[src/msbc_pkg.sv]
// Constants and types for the modulator bit-stream sampling control block
package msbc_pkg;

  // ==========================================================
  // Clocking
  localparam int unsigned SysClkHz     = 200_000_000;
  localparam int unsigned RefSysClkHz  = 25_165_824;
  localparam int unsigned ModClkHz     = 5_033_165;
  localparam int unsigned ModDiv       = 40;
  localparam int unsigned SarClkHz     = 4_000_000;
  localparam int unsigned SarDiv       = SysClkHz / SarClkHz;
  localparam int unsigned ModMinHz     = 5_000_000;
  localparam int unsigned ModMaxHz     = 20_000_000;

  // ==========================================================
  // Filter and scan
  localparam int unsigned Osr          = 1024;
  localparam int unsigned NumConv      = 3;
  localparam int unsigned NumScanCh    = 16;
  localparam int unsigned SampleCycles = 8;
  localparam int unsigned ConvCycles   = 12;
  localparam int unsigned SarBits      = 10;
  localparam int unsigned ResBits      = 16;
  localparam logic [3:0]  ChTemp       = 4'ha;
  localparam logic [3:0]  ChPhase1V    = 4'h5;
  localparam logic [3:0]  ChPhase2V    = 4'h4;
  localparam logic [3:0]  ChPhase3V    = 4'h3;

  // ==========================================================
  // Register map (word offsets in bytes)
  localparam logic [7:0] RegCtrl       = 8'h00;
  localparam logic [7:0] RegStatus     = 8'h04;
  localparam logic [7:0] RegFilt0      = 8'h08;
  localparam logic [7:0] RegFilt1      = 8'h0c;
  localparam logic [7:0] RegFilt2      = 8'h10;
  localparam logic [7:0] RegSarData    = 8'h14;
  localparam logic [7:0] RegSampleCnt  = 8'h18;
  localparam logic [7:0] RegSarBase    = 8'h40;
  localparam int unsigned CtrlEnBit    = 0;
  localparam int unsigned CtrlSignBit  = 1;
  localparam logic [1:0] CtrlReset     = 2'h2;

  // ==========================================================
  // SAR sequencer states
  typedef enum logic [2:0] {
    SarIdle   = 3'b001,
    SarSample = 3'b010,
    SarConv   = 3'b100
  } msbc_sar_e;

endpackage

[src/msbc_top.sv]
// Modulation clock, bit-stream filters, trigger generator and SAR scan sequencer
`timescale 1ns/1ps
`default_nettype none

module msbc_top #(
  parameter int unsigned MOD_DIV = msbc_pkg::ModDiv,
  parameter int unsigned OSR     = msbc_pkg::Osr
) (
  // Clock and reset
  input  wire logic        clk,
  input  wire logic        rst_n,
  // AHB-Lite slave
  input  wire logic        hsel,
  input  wire logic [31:0] haddr,
  input  wire logic [1:0]  htrans,
  input  wire logic        hwrite,
  input  wire logic [2:0]  hsize,
  input  wire logic        hready,
  input  wire logic [31:0] hwdata,
  output logic [31:0]      hrdata,
  output logic             hreadyout,
  output logic             hresp,
  // Modulator link
  output logic             modClk,
  input  wire logic [2:0]  bitstreamIn,
  // SAR converter analog side
  input  wire logic [9:0]  sarAnalogCode,
  output logic [3:0]       sarChannel,
  output logic             sarSampling,
  // Sample events
  output logic             sampleStrobe,
  output logic             scanDone
);

  localparam int unsigned AccW = 11;
  localparam int unsigned DivW = 8;
  localparam int unsigned SarDivW = 6;
  localparam logic [DivW-1:0] ModHalf = DivW'(MOD_DIV / 2);
  localparam logic [DivW-1:0] ModLast = DivW'(MOD_DIV - 1);
  localparam logic [SarDivW-1:0] SarLast = SarDivW'(msbc_pkg::SarDiv - 1);
  localparam logic [4:0] SmpLast = 5'(msbc_pkg::SampleCycles - 1);
  localparam logic [4:0] CnvLast = 5'(msbc_pkg::SampleCycles + msbc_pkg::ConvCycles - 1);
  localparam logic [AccW-1:0] OsrLast = AccW'(OSR - 1);
  localparam logic [3:0] ScanLast = 4'(msbc_pkg::NumScanCh - 1);
  localparam logic [15:0] OsrHalf = 16'(OSR / 2);
  // Out-of-range divider keeps the modulators unclocked
  localparam int unsigned ModHz = msbc_pkg::SysClkHz / MOD_DIV;
  localparam bit ModInRange = (ModHz >= msbc_pkg::ModMinHz) && (ModHz <= msbc_pkg::ModMaxHz);

  typedef struct packed {
    // Control and modulation clock
    logic [1:0]           ctrl;
    logic [DivW-1:0]      modCnt;
    logic                 modClk;
    // Stream capture and decimation
    logic [2:0]           bsMeta;
    logic [2:0]           bsSync;
    logic [AccW-1:0]      osrCnt;
    logic [2:0][AccW-1:0] acc;
    logic [2:0][15:0]     filtOut;
    logic                 strobe;
    logic [15:0]          sampleCnt;
    // SAR scan
    msbc_pkg::msbc_sar_e  sarState;
    logic [SarDivW-1:0]   sarDiv;
    logic [4:0]           sarCyc;
    logic [3:0]           sarCh;
    logic [15:0][15:0]    sarRes;
    logic                 scanDone;
    // Bus data phase
    logic                 dpSel;
    logic                 dpWrite;
    logic [7:0]           dpAddr;
    logic [31:0]          rdata;
  } msbc_state_s;

  msbc_state_s st_reg;
  msbc_state_s st_next;

  logic        modEn;
  logic        modRise;
  logic        sarTick;
  logic [15:0] sarWord;

  // ==========================================================
  // Per-converter ones count and signed result
  logic [msbc_pkg::NumConv-1:0][AccW-1:0] accSum;
  logic [msbc_pkg::NumConv-1:0][15:0]     filtRes;

  for (genvar g = 0; g < msbc_pkg::NumConv; g++) begin : g_conv
    assign accSum[g]  = st_reg.acc[g] + AccW'(st_reg.bsSync[g]);
    assign filtRes[g] = 16'(accSum[g]) - OsrHalf;
  end

  // ==========================================================
  // Combinational
  always_comb begin
    st_next  = st_reg;
    modEn    = st_reg.ctrl[msbc_pkg::CtrlEnBit] && ModInRange;
    modRise  = 1'b0;
    sarTick  = 1'b0;
    sarWord  = '0;

    // ==========================================================
    // Modulation clock divider, half high and half low
    if (!modEn) begin
      st_next.modCnt = '0;
      st_next.modClk = 1'b0;
    end else if (st_reg.modCnt == ModLast) begin
      st_next.modCnt = '0;
      st_next.modClk = 1'b1;
    end else begin
      st_next.modCnt = st_reg.modCnt + 1'b1;
      if (st_reg.modCnt == ModHalf - 1'b1) begin
        st_next.modClk = 1'b0;
      end
    end
    // Capture on the rising edge of the outgoing clock
    modRise = modEn && (st_reg.modCnt == ModLast);

    // ==========================================================
    // Two-flop sync of the modulator streams
    st_next.bsMeta = bitstreamIn;
    st_next.bsSync = st_reg.bsMeta;

    // ==========================================================
    // Decimation, one shared counter keeps all filters in lock-step
    st_next.strobe = 1'b0;
    if (!modEn) begin
      st_next.osrCnt = '0;
      st_next.acc    = '0;
    end else if (modRise) begin
      for (int i = 0; i < msbc_pkg::NumConv; i++) begin
        if (st_reg.osrCnt == OsrLast) begin
          // Ones count minus half the ratio gives a signed result
          st_next.filtOut[i] = filtRes[i];
          st_next.acc[i]     = '0;
        end else begin
          st_next.acc[i] = accSum[i];
        end
      end
      if (st_reg.osrCnt == OsrLast) begin
        st_next.osrCnt    = '0;
        st_next.strobe    = 1'b1;
        st_next.sampleCnt = st_reg.sampleCnt + 1'b1;
      end else begin
        st_next.osrCnt = st_reg.osrCnt + 1'b1;
      end
    end

    // ==========================================================
    // 4 MHz SAR clock enable
    if (st_reg.sarDiv == SarLast) begin
      st_next.sarDiv = '0;
      sarTick = 1'b1;
    end else begin
      st_next.sarDiv = st_reg.sarDiv + 1'b1;
    end

    // ==========================================================
    // Result format
    if (st_reg.ctrl[msbc_pkg::CtrlSignBit]) begin
      sarWord = {~sarAnalogCode[9], sarAnalogCode[8:0], 6'h00};
    end else begin
      sarWord = {6'h00, sarAnalogCode};
    end

    // ==========================================================
    // Autoscan sequencer
    st_next.scanDone = 1'b0;
    case (st_reg.sarState)
      msbc_pkg::SarIdle: begin
        if (st_reg.strobe) begin
          st_next.sarState = msbc_pkg::SarSample;
          // Restart the SAR clock so the first sample window is whole
          st_next.sarDiv   = '0;
          st_next.sarCh    = ScanLast;
          st_next.sarCyc   = '0;
        end
      end
      msbc_pkg::SarSample: begin
        if (sarTick) begin
          st_next.sarCyc = st_reg.sarCyc + 1'b1;
          if (st_reg.sarCyc == SmpLast) begin
            st_next.sarState = msbc_pkg::SarConv;
          end
        end
      end
      msbc_pkg::SarConv: begin
        if (sarTick) begin
          st_next.sarCyc = st_reg.sarCyc + 1'b1;
          if (st_reg.sarCyc == CnvLast) begin
            st_next.sarRes[st_reg.sarCh] = sarWord;
            st_next.sarCyc = '0;
            if (st_reg.sarCh == 4'h0) begin
              st_next.sarState = msbc_pkg::SarIdle;
              st_next.scanDone = 1'b1;
            end else begin
              st_next.sarCh    = st_reg.sarCh - 1'b1;
              st_next.sarState = msbc_pkg::SarSample;
            end
          end
        end
      end
      default: st_next.sarState = msbc_pkg::SarIdle;
    endcase

    // ==========================================================
    // AHB-Lite: capture address phase, act in data phase
    if (hready) begin
      st_next.dpSel   = hsel && htrans[1];
      st_next.dpWrite = hwrite;
      st_next.dpAddr  = haddr[7:0];
    end
    if (st_reg.dpSel && st_reg.dpWrite && st_reg.dpAddr == msbc_pkg::RegCtrl) begin
      st_next.ctrl = hwdata[1:0];
    end
    if (hready && hsel && htrans[1] && !hwrite) begin
      if (haddr[7:6] == msbc_pkg::RegSarBase[7:6]) begin
        st_next.rdata = {16'h0, st_reg.sarRes[haddr[5:2]]};
      end else begin
        case (haddr[7:0])
          // Forward a CTRL write still in its data phase
          msbc_pkg::RegCtrl:      st_next.rdata = {30'h0, st_next.ctrl};
          msbc_pkg::RegStatus:    st_next.rdata = {29'h0, st_reg.sarState};
          msbc_pkg::RegFilt0:     st_next.rdata = {16'h0, st_reg.filtOut[0]};
          msbc_pkg::RegFilt1:     st_next.rdata = {16'h0, st_reg.filtOut[1]};
          msbc_pkg::RegFilt2:     st_next.rdata = {16'h0, st_reg.filtOut[2]};
          msbc_pkg::RegSarData:   st_next.rdata = {16'h0, st_reg.sarRes[msbc_pkg::ChTemp]};
          msbc_pkg::RegSampleCnt: st_next.rdata = {16'h0, st_reg.sampleCnt};
          default:                st_next.rdata = 32'h0000_0000;
        endcase
      end
    end
  end

  // ==========================================================
  // State register
  always_ff @(posedge clk) begin
    if (!rst_n) begin
      st_reg          <= '0;
      st_reg.ctrl     <= msbc_pkg::CtrlReset;
      st_reg.sarState <= msbc_pkg::SarIdle;
    end else begin
      st_reg <= st_next;
    end
  end

  // ==========================================================
  // Outputs
  // Bus response, zero wait and always OKAY
  assign hrdata       = st_reg.rdata;
  assign hreadyout    = 1'b1;
  assign hresp        = 1'b0;
  // Modulator link
  assign modClk       = st_reg.modClk;
  // SAR side and sample events
  assign sarChannel   = st_reg.sarCh;
  assign sarSampling  = (st_reg.sarState == msbc_pkg::SarSample);
  assign sampleStrobe = st_reg.strobe;
  assign scanDone     = st_reg.scanDone;

  logic unusedBits;
  assign unusedBits = ^{haddr[31:8], hsize, hwdata[31:2]};

endmodule

`default_nettype wire

[config.mk]
export PLATFORM = sky130hd
export DESIGN_NAME = msbc_top
export DESIGN_NICKNAME = d
export VERILOG_FILES = /design/src/msbc_pkg.sv /design/src/msbc_top.sv
export SDC_FILE = /design/constraint.sdc
export NUM_CORES = 1
export LEC_CHECK = 0
export BUFFER_PORTS_ARGS = -buffer_cell sky130_fd_sc_hd__clkbuf_2
export CAP_MARGIN = 25
export CORE_ASPECT_RATIO = 0.75
export CORE_MARGIN = 8
export CORE_UTILIZATION = 46
export DETAILED_ROUTE_END_ITERATION = 7
export PLACE_DENSITY = 0.65
export SLEW_MARGIN = 20
export SYNTH_ARGS = -nofsm -noshare
export SYNTH_HDL_FRONTEND = slang
export SYNTH_SLANG_ARGS = --single-unit
[constraint.sdc]
create_clock -name clk -period 4.5 [get_ports clk]
set_input_delay 0.225 -clock clk [delete_from_list [all_inputs] [get_ports clk]]
set_output_delay 0.225 -clock clk [all_outputs]
set_load 0.005 [all_outputs]
Word level (Yosys, flattened, before mapping) --
Index checks and enable logic that the tools add are counted.
Storage, ports and cells: input bits 87, memories kept 0, latch bits 0, word-level logic and storage cells 136, bits in read-only memories 0, memory bits (writable) 0, register bits 443
Operators by class: magnitude comparators 3, equality and inequality tests 22, shift-type cells 0, muxes and demuxes 33, div/mod/pow operators 0, reductions and logical operators 24, $add $sub $neg 12, bitwise gates (word level) 3, multipliers 0
Operators by type and width (count):
- 266-bit two-way mux | 2
- 256-bit bitwise mux | 1
- 16-bit case mux with 7 select lines | 1
- 16-bit binary-select mux with 4-bit select | 1
- 16-bit demux with 4-bit select | 1
- 16-bit two-way mux | 4
- 11-bit two-way mux | 4
- 11-bit by 10-bit subtractor with 12-bit output (second input constant) | 3
- 11-bit by 1-bit adder with 11-bit output | 3
- 8-bit by 5-bit == test with 1-bit output (second input constant) | 4
- 18-bit two-way mux | 1
- 17-bit two-way mux | 1
- 16-bit by 1-bit adder with 16-bit output (second input constant) | 1
- 8-bit by 4-bit == test with 1-bit output (second input constant) | 2
- 8-bit logical NOT | 2
- 5-bit case mux with 3 select lines | 1
- 3-bit two-way mux | 4
- 6-bit two-way mux | 2
- 11-bit by 1-bit adder with 11-bit output (second input constant) | 1
- 11-bit by 10-bit == test with 1-bit output (second input constant) | 1
- 4-bit by 5-bit < comparator with 1-bit output (second input constant) | 2
- 5-bit AND reduction | 2
- 3-bit case mux with 3 select lines | 1
- 3-bit AND reduction | 3
- other kinds (30) | 49

Longest topological paths before layout --
Gate-level depths: netlist of run 1.
word-level depth 8, depth in mapped cells 11

Worst setup path before layout of run 1 --
No wires, ideal clock.
path type reg2reg, from register st_reg[308] (netlist name), to register (tool-made name), path buffers 4, period minus slack after synthesis 2.456 ns, cell stages (with the launch flop) 11, data arrival time 2.316 ns, setup slack 2.044 ns, cells stage by stage dfxtp_1 ha_1 or3b_1 clkbuf_1 or4_4 buf_6 or3_1 buf_6 buf_12 nand2_2 a21oi_2
RTL lines:
- start, declared | RTL line msbc_top.sv:77 | msbc_state_s st_reg;
- start signal, assigned | RTL line msbc_top.sv:245 | st_reg <= st_next;

==> impl_metrics.json, run 1 <==
{
  "status": "finished clean",
  "cpMaxStageDelayCell": "nor4_4",
  "clk_latency_ns": 0.56,
  "r2r_start": "st_reg[316]",
  "drtIter0Drc": 1647,
  "wirelength_um": 57050,
  "required_ns": 4.97,
  "post_dp_cell_area_mm2": 0.01945,
  "cts.sinks": 415,
  "grtUsageMet1": 0.3256,
  "layout-drive-gt1-share": 0.1307,
  "synth.distinct_cells": 77,
  "fin_area_mm2": 0.02099,
  "initial_core_util": 0.4687,
  "cts_setup_buffers": 0,
  "cts_inserted_buffers": 43,
  "cap_violations": 0,
  "synth-compound-area-share": 0.1530,
  "gp_congestion": 0.8936,
  "yosysMostFrequentCell": "nand2_1",
  "dp_cells": 2722,
  "cp.buffers_inverters": 1,
  "syn_avg_cell_area_um2": 8.423,
  "async_flop_share": 0,
  "clk_pin_slew_worst_paths_ns": 0.06,
  "synth_area_leader_cell": "dfxtp_1",
  "syn-instance-count": 2277,
  "io_pins": 129,
  "fill_cells": 3782,
  "grt_pass1_vias": 15250,
  "max-slew-margin-rel": 0.2571,
  "via_per_inst": 5.810,
  "synth_top_family_by_area": "simple AND/OR/NAND/NOR gates",
  "pwr-share-comb": 0.037,
  "drc": 0,
  "setup.worst_path.start_class": "flip-flop",
  "via_count": 16330,
  "overflow": 0,
  "hold_viol": 0,
  "skew_ns": 0.01678,
  "synth_adder_area_share": 0.01305,
  "dieArea_mm2": 0.04855,
  "die_x_um": 251.8,
  "power_density_mw_per_mm2": 361.5,
  "synth_area_leaders": "dfxtp_1, nand2_1, a21oi_1, mux4_2, clkbuf_1",
  "setup_viol": 0,
  "dp_slack_ns": 1.277,
  "cts_tree": "built",
  "antenna_found_initial": 0,
  "muxShareOfSynthArea": 0.09922,
  "worst_slack_ns": 1.143,
  "worst_pin_slew_ns": 1.114,
  "cp_max_fo": 18,
  "area_growth_pct": 9.413,
  "ys_seq_area_frac": 0.4332,
  "yosys_warnings": 0,
  "max_clock_freq_mhz": 297.9,
  "dp_hpwl_um": 37680,
  "rsz0062_at_grt": "false",
  "synth-main-ff-cell": "dfxtp_1",
  "critPathMaxStageDelay_ns": 0.69,
  "hold-worst-slack_ns": 0.07454,
  "ys_seq_elements": 415,
  "nets": 2323,
  "wire_per_inst_um": 20.30,
  "swShare": 0.2268,
  "end_kind": "flip-flop",
  "synth_top_area_frac": 0.4332,
  "netlist_top_cells_count": "nand2_1, dfxtp_1, a21oi_1, clkbuf_1, nor2_1",
  "hold_path.class": "in -> reg",
  "grt_use_met3": 0.05625,
  "clock-root-buffer": "clkbuf_16",
  "period_minus_slack_ns": 3.357,
  "grt_most_used_layer": "met2",
  "startpoint": "st_reg[316]",
  "drv_slew": 0,
  "r2r_cells": 6,
  "portBuffers": 52,
  "synth-edff-count": 0,
  "cp.arrival_ns": 3.82,
  "fin_crit_sh": 0.7460,
  "power.leakage_uw": 0.006903,
  "p_clk_frac": 0.476,
  "rows": 64,
  "cts_buffer_depth": 3,
  "yosys.area_share.simple": 0.2172,
  "diodes": 0,
  "syn-cell-area_mm2": 0.01918,
  "p_int_uw": 5866,
  "cp_top_family": "simple AND/OR/NAND/NOR gates",
  "reg2reg_setup_slack_ns": 1.14,
  "critical_path_class": "reg -> reg",
  "dr.pass1.iters": 5,
  "pwr-share-seq": 0.488,
  "cp.depth": 6,
  "die_h_um": 192.8,
  "stdcell_count": 2810,
  "p_sw_uw": 1721,
  "cts.htree.levels": 2,
  "ant_nets": 0,
  "synth_xor_area_frac": 0.02375,
  "core_area_mm2": 0.04092,
  "path_cells": "or3b_1 -> nor4_4 -> buf_4 -> and3_1 -> nand2_1 -> a21oi_1",
  "grtUsageTotal": 0.2277,
  "setup_tns_ns": 0,
  "ir_drop_v": 0.0003167,
  "grt_pass1_wl_um": 87510,
  "grt_max_degree": 162,
  "met2_usage": 0.3375
}
-- metal layers --
| layer | vias up | wire, um |
|---|---|---|
| met2 | 667 | 24190 |
| met1 | 7898 | 25850 |
| met4 | 0 | 1450 |
| met5 | - | 0 |
| met3 | 99 | 5566 |
| li1 | 7663 | - |
-- worst reg2reg max path, cell delays in order (launching register included) --
cell,delay [ns]
dfxtp_1,0.59
or3b_1,0.57
nor4_4,0.70
buf_4,0.35
and3_1,0.69
nand2_1,0.18
a21oi_1,0.20
-- worst min path at each step --
stage | startpoint | to | slack, ns | cells after the start
global placement | st_next[428] | st_reg[428] | 0.42 | 1
detailed placement | st_next[427] | st_reg[427] | 0.43 | 1
finish | haddr[7] | st_reg[39] | 0.07 | 3
floorplan | bitstreamIn[0] | st_next[426] | 0.35 | 1
global route | haddr[7] | st_reg[39] | 0.05 | 3
CTS | haddr[7] | st_reg[39] | 0.04 | 3
-- layout make-up --
| type | count | area (um2) | area share |
|---|---|---|---|
| inverter | 20 | 82.58 | 0.003935 |
| multi-input combinational | 1637 | 9789 | 0.4665 |
| clock buffer | 63 | 1282 | 0.06111 |
| clock inverter | 15 | 148.9 | 0.007095 |
| timing repair buffer | 99 | 671.9 | 0.03202 |
| tap | 561 | 701.9 | 0.03345 |
| sequential | 415 | 8308 | 0.3959 |
-- power by group through the flow --
| stage | logic, uW | clock network, uW | registers (uW) |
|---|---|---|---|
| detailed placement | 265 | 0 | 3780 |
| global route | 296 | 3820 | 3700 |
| CTS | 273 | 3660 | 3700 |
| global placement | 261 | 0 | 3780 |
| floorplan | 197 | 0 | 3780 |
| finish | 277 | 3610 | 3700 |
-- layout by cell type (no fill, tap or decap), types with 6 or more instances in the layout --
master	synthesis	layout
nand3b_1	6	6
nand2_2	20	20
or3_1	21	21
conb_1	2	18
o21ai_0	49	49
nor4_1	9	9
and3_1	26	26
ha_1	20	20
nand4_1	12	12
mux2i_1	27	27
nand3_1	62	62
clkinv_2	0	9
xor2_1	22	22
a31oi_1	7	7
a21oi_1	323	323
a22o_1	9	9
a211oi_1	24	24
nand2b_1	7	7
inv_1	19	19
dlygate4sd3_1	0	10
nand2_1	575	575
buf_4	43	36
clkbuf_1	138	8
a22oi_1	22	22
clkbuf_2	0	50
mux4_2	64	64
nor2_1	107	106
a21oi_2	20	20
o22ai_1	12	12
clkbuf_8	0	11
and2_1	14	14
dfxtp_1	415	415
nor2b_1	17	15
clkbuf_16	0	44
mux2_2	17	17
xnor2_1	30	30
nor3_1	19	19
-- timing repair --
| action | in CTS | in global routing |
|---|---|---|
| hold buffers | 10 | 0 |
| gates resized for setup | 0 | 0 |
| hold endpoints to repair | 9 | 0 |
-- cells by family (layout without fill, tap and decap cells) --
group	count (synthesis)	after routing
flops	415	415
mux	108	108
fa+ha+maj	20	20
buf+inv	241	197
xor+xnor	52	52
compound gates	508	508
simple gates	931	931
other cells	2	18
-- metrics by stage --
stage | util | total power (uW)
global route | 0.5128 | 7816
global placement | 0.4750 | 4042
floorplan | - | 3973
detailed placement | 0.4754 | 4046
CTS | 0.5128 | 7627
finish | 0.5128 | 7587
(Power assumes the default switching activity.)
==> run 2, diff against run 1 <==
--- a/config.mk
+++ b/config.mk
@@ -11,7 +11,7 @@
 export CORE_MARGIN = 8
 export CORE_UTILIZATION = 46
 export DETAILED_ROUTE_END_ITERATION = 7
-export PLACE_DENSITY = 0.65
+export PLACE_DENSITY = 0.68
 export SLEW_MARGIN = 20
 export SYNTH_ARGS = -nofsm -noshare
 export SYNTH_HDL_FRONTEND = slang
==> constraint.sdc (replaced) <==
create_clock -name clk -period 2.85 [get_ports clk]
set_input_delay 0.1425 -clock clk [delete_from_list [all_inputs] [get_ports clk]]
set_output_delay 0.1425 -clock clk [all_outputs]
set_load 0.005 [all_outputs]
==> impl_metrics.json, run 2 (synthesis gave the netlist of run 1 again) <==
{
  "status": "finished clean",
  "final_common_cell": "nand2_1",
  "cpMaxStageDelayCell": "or3_2",
  "clock-root-buffer": "clkbuf_16",
  "period_minus_slack_ns": 2.725,
  "ir_drop_v": 0.0004146,
  "drtIter0Drc": 1833,
  "die_h_um": 192.8,
  "cp_top_family": "simple AND/OR/NAND/NOR gates",
  "grtUsageTotal": 0.2279,
  "hold_path.class": "in -> reg",
  "grt_max_degree": 123,
  "rsz0062_at_grt": "false",
  "drv_slew": 0,
  "worst_pin_slew_ns": 0.9784,
  "cp.buffers_inverters": 0,
  "rows": 64,
  "cts_tree": "built",
  "cts_inserted_buffers": 43,
  "area_growth_pct": 11.18,
  "nets": 2370,
  "fill_cells": 3647,
  "required_ns": 3.26,
  "io_pins": 129,
  "p_clk_frac": 0.466,
  "hold_viol": 0,
  "pwr-share-comb": 0.039,
  "pwr-share-seq": 0.495,
  "max_clock_freq_mhz": 367.0,
  "max-slew-margin-rel": 0.3453,
  "setup.worst_path.start_class": "flip-flop",
  "overflow": 0,
  "stdcell_count": 2853,
  "critPathMaxStageDelay_ns": 0.71,
  "power_density_mw_per_mm2": 553.3,
  "cts.sinks": 415,
  "p_sw_uw": 2715,
  "layout-drive-gt1-share": 0.1458,
  "die_x_um": 251.8,
  "cap_violations": 0,
  "setup_viol": 0,
  "p_int_uw": 9084,
  "portBuffers": 52,
  "dp_hpwl_um": 38470,
  "setup_tns_ns": 0,
  "clk_pin_slew_worst_paths_ns": 0.06,
  "dr.pass1.iters": 5,
  "antenna_found_initial": 1,
  "power.leakage_uw": 0.007118,
  "critical_path_class": "reg -> reg",
  "via_per_inst": 5.838,
  "fin_crit_sh": 0.9562,
  "skew_ns": 0.03099,
  "clk_latency_ns": 0.58,
  "dp_cells": 2767,
  "end_kind": "flip-flop",
  "gp_congestion": 0.8990,
  "seq_area_mm2": 0.008308,
  "core_area_mm2": 0.04092,
  "wire_per_inst_um": 20.02,
  "multi_input_area_mm2": 0.009787,
  "drc": 0,
  "cp.arrival_ns": 3.14,
  "grt_pass1_vias": 15470,
  "cts_setup_buffers": 0,
  "cts.htree.levels": 2,
  "path_cells": "ha_1 -> or3b_1 -> or4_4 -> or3_2 -> nand2_1 -> a21oi_1",
  "mostFrequentLayoutCells": "nand2_1, dfxtp_1, a21oi_1, nor2_1, buf_4",
  "cp_max_fo": 16,
  "via_count": 16660,
  "initial_core_util": 0.4687,
  "ant_nets": 0,
  "swShare": 0.2301,
  "cts_buffer_depth": 3,
  "dieArea_mm2": 0.04855,
  "grt_pass1_wl_um": 87950,
  "wirelength_um": 57120
}
[run 2: cell types whose count changed in the layout (fill, tap and decap cells not counted), moves of 2 or more]
cell / before / now
nor2b_1: 15 / 17
buf_12: 2 / 7
nor2b_2: 2 / 0
bufinv_16: 2 / 0
or3_1: 21 / 19
or3_2: 0 / 2
clkinv_2: 9 / 6
dlygate4sd3_1: 10 / 12
buf_4: 36 / 77
[run 2: timing repair]
| action | in CTS | in global routing |
|---|---|---|
| hold endpoints to repair | 11 | 0 |
| hold buffers | 12 | 0 |
| endpoints found under the setup margin | 0 | 4 |
| gates resized for setup | 0 | 2 |
[run 2: tightest hold or removal path, stage by stage]
cell      delay [ns]
clkbuf_2        0.11
nor2b_1         0.19
nand2_1         0.07
a21oi_1         0.06
[run 2: final timing paths]
path / from / to / slack, ns / depth (start not counted)
max: st_reg[308] / flip-flop / 0.12 / 6
min: sarAnalogCode[0] / flip-flop / 0.06 / 4
max reg2reg: st_reg[308] / flip-flop / 0.12 / 6
min reg2reg: st_next[428] / st_reg[428] / 0.44 / 1
[run 2: layout make-up]
type / instances / area share
multi-input cells: 1637 / 0.4590
flip-flops and latches: 415 / 0.3896
clock buffers: 63 / 0.06014
repair buffers: 146 / 0.05105
well taps: 561 / 0.03292
inverters: 20 / 0.003873
clock inverters: 10 / 0.003344
diodes: 1 / 0.0001174
[run 2: power by group through the flow]
stage | Combinational, uW | Clock [uW] | Sequential [uW]
global placement | 435 | 0 | 5970
global route | 487 | 5800 | 5840
detailed placement | 441 | 0 | 5970
floorplan | 312 | 0 | 5960
finish | 462 | 5500 | 5840
CTS | 455 | 5550 | 5840
[run 2: routing by layer]
| layer | wire length [um] | GRT usage | vias up |
|---|---|---|---|
| met2 | 24790 | 0.3475 | 766 |
| li1 | - | - | 7756 |
| met5 | 0 | 0 | - |
| met1 | 24840 | 0.3132 | 8017 |
| met3 | 5405 | 0.05100 | 118 |
| met4 | 2086 | 0.08709 | 0 |
[run 2: through the flow]
stage / worst slack, ns / utilization / area (um2) / total power, uW / hold slack, ns
finish: 0.1249 / 0.5211 / 21320 / 11800 / 0.05790
global route: 0.02655 / 0.5211 / 21320 / 12130 / 0.06693
CTS: 0.1060 / 0.5210 / 21320 / 11850 / 0.03413
detailed placement: 0.1452 / 0.4850 / 19850 / 6411 / 0.3576
global placement: 0.2021 / 0.4850 / 19850 / 6404 / 0.3586
floorplan: 0.3938 / - / 19240 / 6273 / 0.2698
==> run 3, diff against run 2 <==
--- a/config.mk
+++ b/config.mk
@@ -8,7 +8,6 @@
 export BUFFER_PORTS_ARGS = -buffer_cell sky130_fd_sc_hd__clkbuf_2
 export CAP_MARGIN = 25
 export CORE_ASPECT_RATIO = 0.75
-export CORE_MARGIN = 8
 export CORE_UTILIZATION = 46
 export DETAILED_ROUTE_END_ITERATION = 7
 export PLACE_DENSITY = 0.68
==> impl_metrics.json, run 3 (synthesis gave the netlist of run 1 again) <==
{
  "cts.sinks": 415,
  "io_pins": 129,
  "pwr-share-comb": 0.038,
  "cts.htree.levels": 2,
  "end_kind": "flip-flop",
  "wirelength_um": 55700,
  "p_clk_frac": 0.473,
  "clk_pin_slew_worst_paths_ns": 0.06,
  "r2r_start": "st_reg[308]",
  "cts_buffer_depth": 3,
  "mostFrequentLayoutCells": "nand2_1, dfxtp_1, a21oi_1, nor2_1, buf_4",
  "die_x_um": 237.8,
  "pwr-share-seq": 0.489,
  "hold_depth": 5,
  "setup.worst_path.start_class": "flip-flop",
  "fin_crit_sh": 0.9319,
  "final_common_cell": "nand2_1",
  "cts_resized": 0,
  "rows": 64,
  "via_count": 16560,
  "layout-drive-gt1-share": 0.1414,
  "power.leakage_uw": 0.007111,
  "dieArea_mm2": 0.04252,
  "cap_violations": 0,
  "portBuffers": 52,
  "cp.arrival_ns": 3.07,
  "grt_pass1_vias": 15310,
  "ir_drop_v": 0.0004769,
  "swShare": 0.2258,
  "fin_area_mm2": 0.02134,
  "gp_congestion": 0.9058,
  "grtUsageTotal": 0.2589,
  "hold-worst-slack_ns": 0.07646,
  "grt_pass1_wl_um": 86290,
  "overflow": 0,
  "min_from": "sarAnalogCode[9]",
  "setup_viol": 0,
  "core_area_mm2": 0.04092,
  "startpoint": "st_reg[308]",
  "drc": 0,
  "r2r_cells": 6,
  "area_growth_pct": 11.28,
  "ant_nets": 0,
  "cts_inserted_buffers": 43,
  "hold_path.class": "in -> reg",
  "via_per_inst": 5.804,
  "die_h_um": 178.8,
  "dp_slack_ns": 0.2302,
  "diodes": 0,
  "grt_max_degree": 113,
  "clock-root-buffer": "clkbuf_16",
  "clk_latency_ns": 0.57,
  "setup_tns_ns": 0,
  "rsz0062_at_grt": "false",
  "worst_slack_ns": 0.1940,
  "reg2reg_setup_slack_ns": 0.19,
  "skew_ns": 0.02204,
  "initial_core_util": 0.4687,
  "antenna_found_initial": 0,
  "cts_tree": "built",
  "max_clock_freq_mhz": 376.5,
  "post_dp_cell_area_mm2": 0.01981,
  "dr.pass1.iters": 5,
  "nets": 2365,
  "max-slew-margin-rel": 0.3614,
  "wire_per_inst_um": 19.52,
  "worst_pin_slew_ns": 0.9543,
  "status": "finished clean",
  "required_ns": 3.26,
  "critical_path_class": "reg -> reg",
  "dp_hpwl_um": 37040,
  "p_sw_uw": 2695,
  "power_density_mw_per_mm2": 559.2,
  "drv_slew": 0,
  "period_minus_slack_ns": 2.656,
  "final_util": 0.5216,
  "hold_viol": 0,
  "cp_max_fo": 16,
  "drtIter0Drc": 1718,
  "p_int_uw": 9241
}
-- run 3: area by class of cell --
| type | instances | area, um2 |
|---|---|---|
| fillers | 3713 | 19580 |
| flip-flops and latches | 415 | 8308 |
| well taps | 561 | 701.9 |
| clock inverters | 10 | 115.1 |
| repair buffers | 141 | 1066 |
| multi-input cells | 1637 | 9784 |
| clock buffers | 69 | 1285 |
| inverters | 20 | 82.58 |
-- run 3: per-layer routing --
layer	vias up	GRT usage	part of all wire
met5	-	0	0
li1	7754	-	-
met2	737	0.3939	0.44
met1	7978	0.3670	0.44
met3	89	0.04834	0.093
met4	0	0.09005	0.029
-- run 3: how the worst max path moves through the flow --
stage | to | cells after the start
3_3_place_gp | flip-flop | 6
5_1_grt | flip-flop | 6
4_1_cts | flip-flop | 6
3_5_place_dp | flip-flop | 6
2_1_floorplan | flip-flop | 10
6_report | flip-flop | 6
-- run 3: repair_timing --
item,CTS,global route
buffers inserted,0,0
hold endpoints to repair,11,0
hold buffers,13,0
-- run 3: power groups by stage --
stage	logic, uW	clock network [uW]	registers (uW)
2_1_floorplan	312	0	5960
3_3_place_gp	428	0	5970
3_5_place_dp	433	0	5970
4_1_cts	448	5690	5840
5_1_grt	480	5940	5840
6_report	452	5640	5840
-- run 3: metrics by stage --
| stage | instances | power [uW] |
|---|---|---|
| after floorplan | 2293 | 6273 |
| after global placement | 2761 | 6397 |
| after detailed placement | 2761 | 6403 |
| after CTS | 2853 | 11980 |
| after global routing | 2853 | 12260 |
| final | 2853 | 11940 |
-- run 3: critical path: stages, from the launching register on --
cell and delay [ns]:
dfxtp_1 0.38, ha_1 0.15, or3b_1 0.49, or4_4 0.55, or3_1 0.67, nand2_1 0.18
a21oi_1 0.09
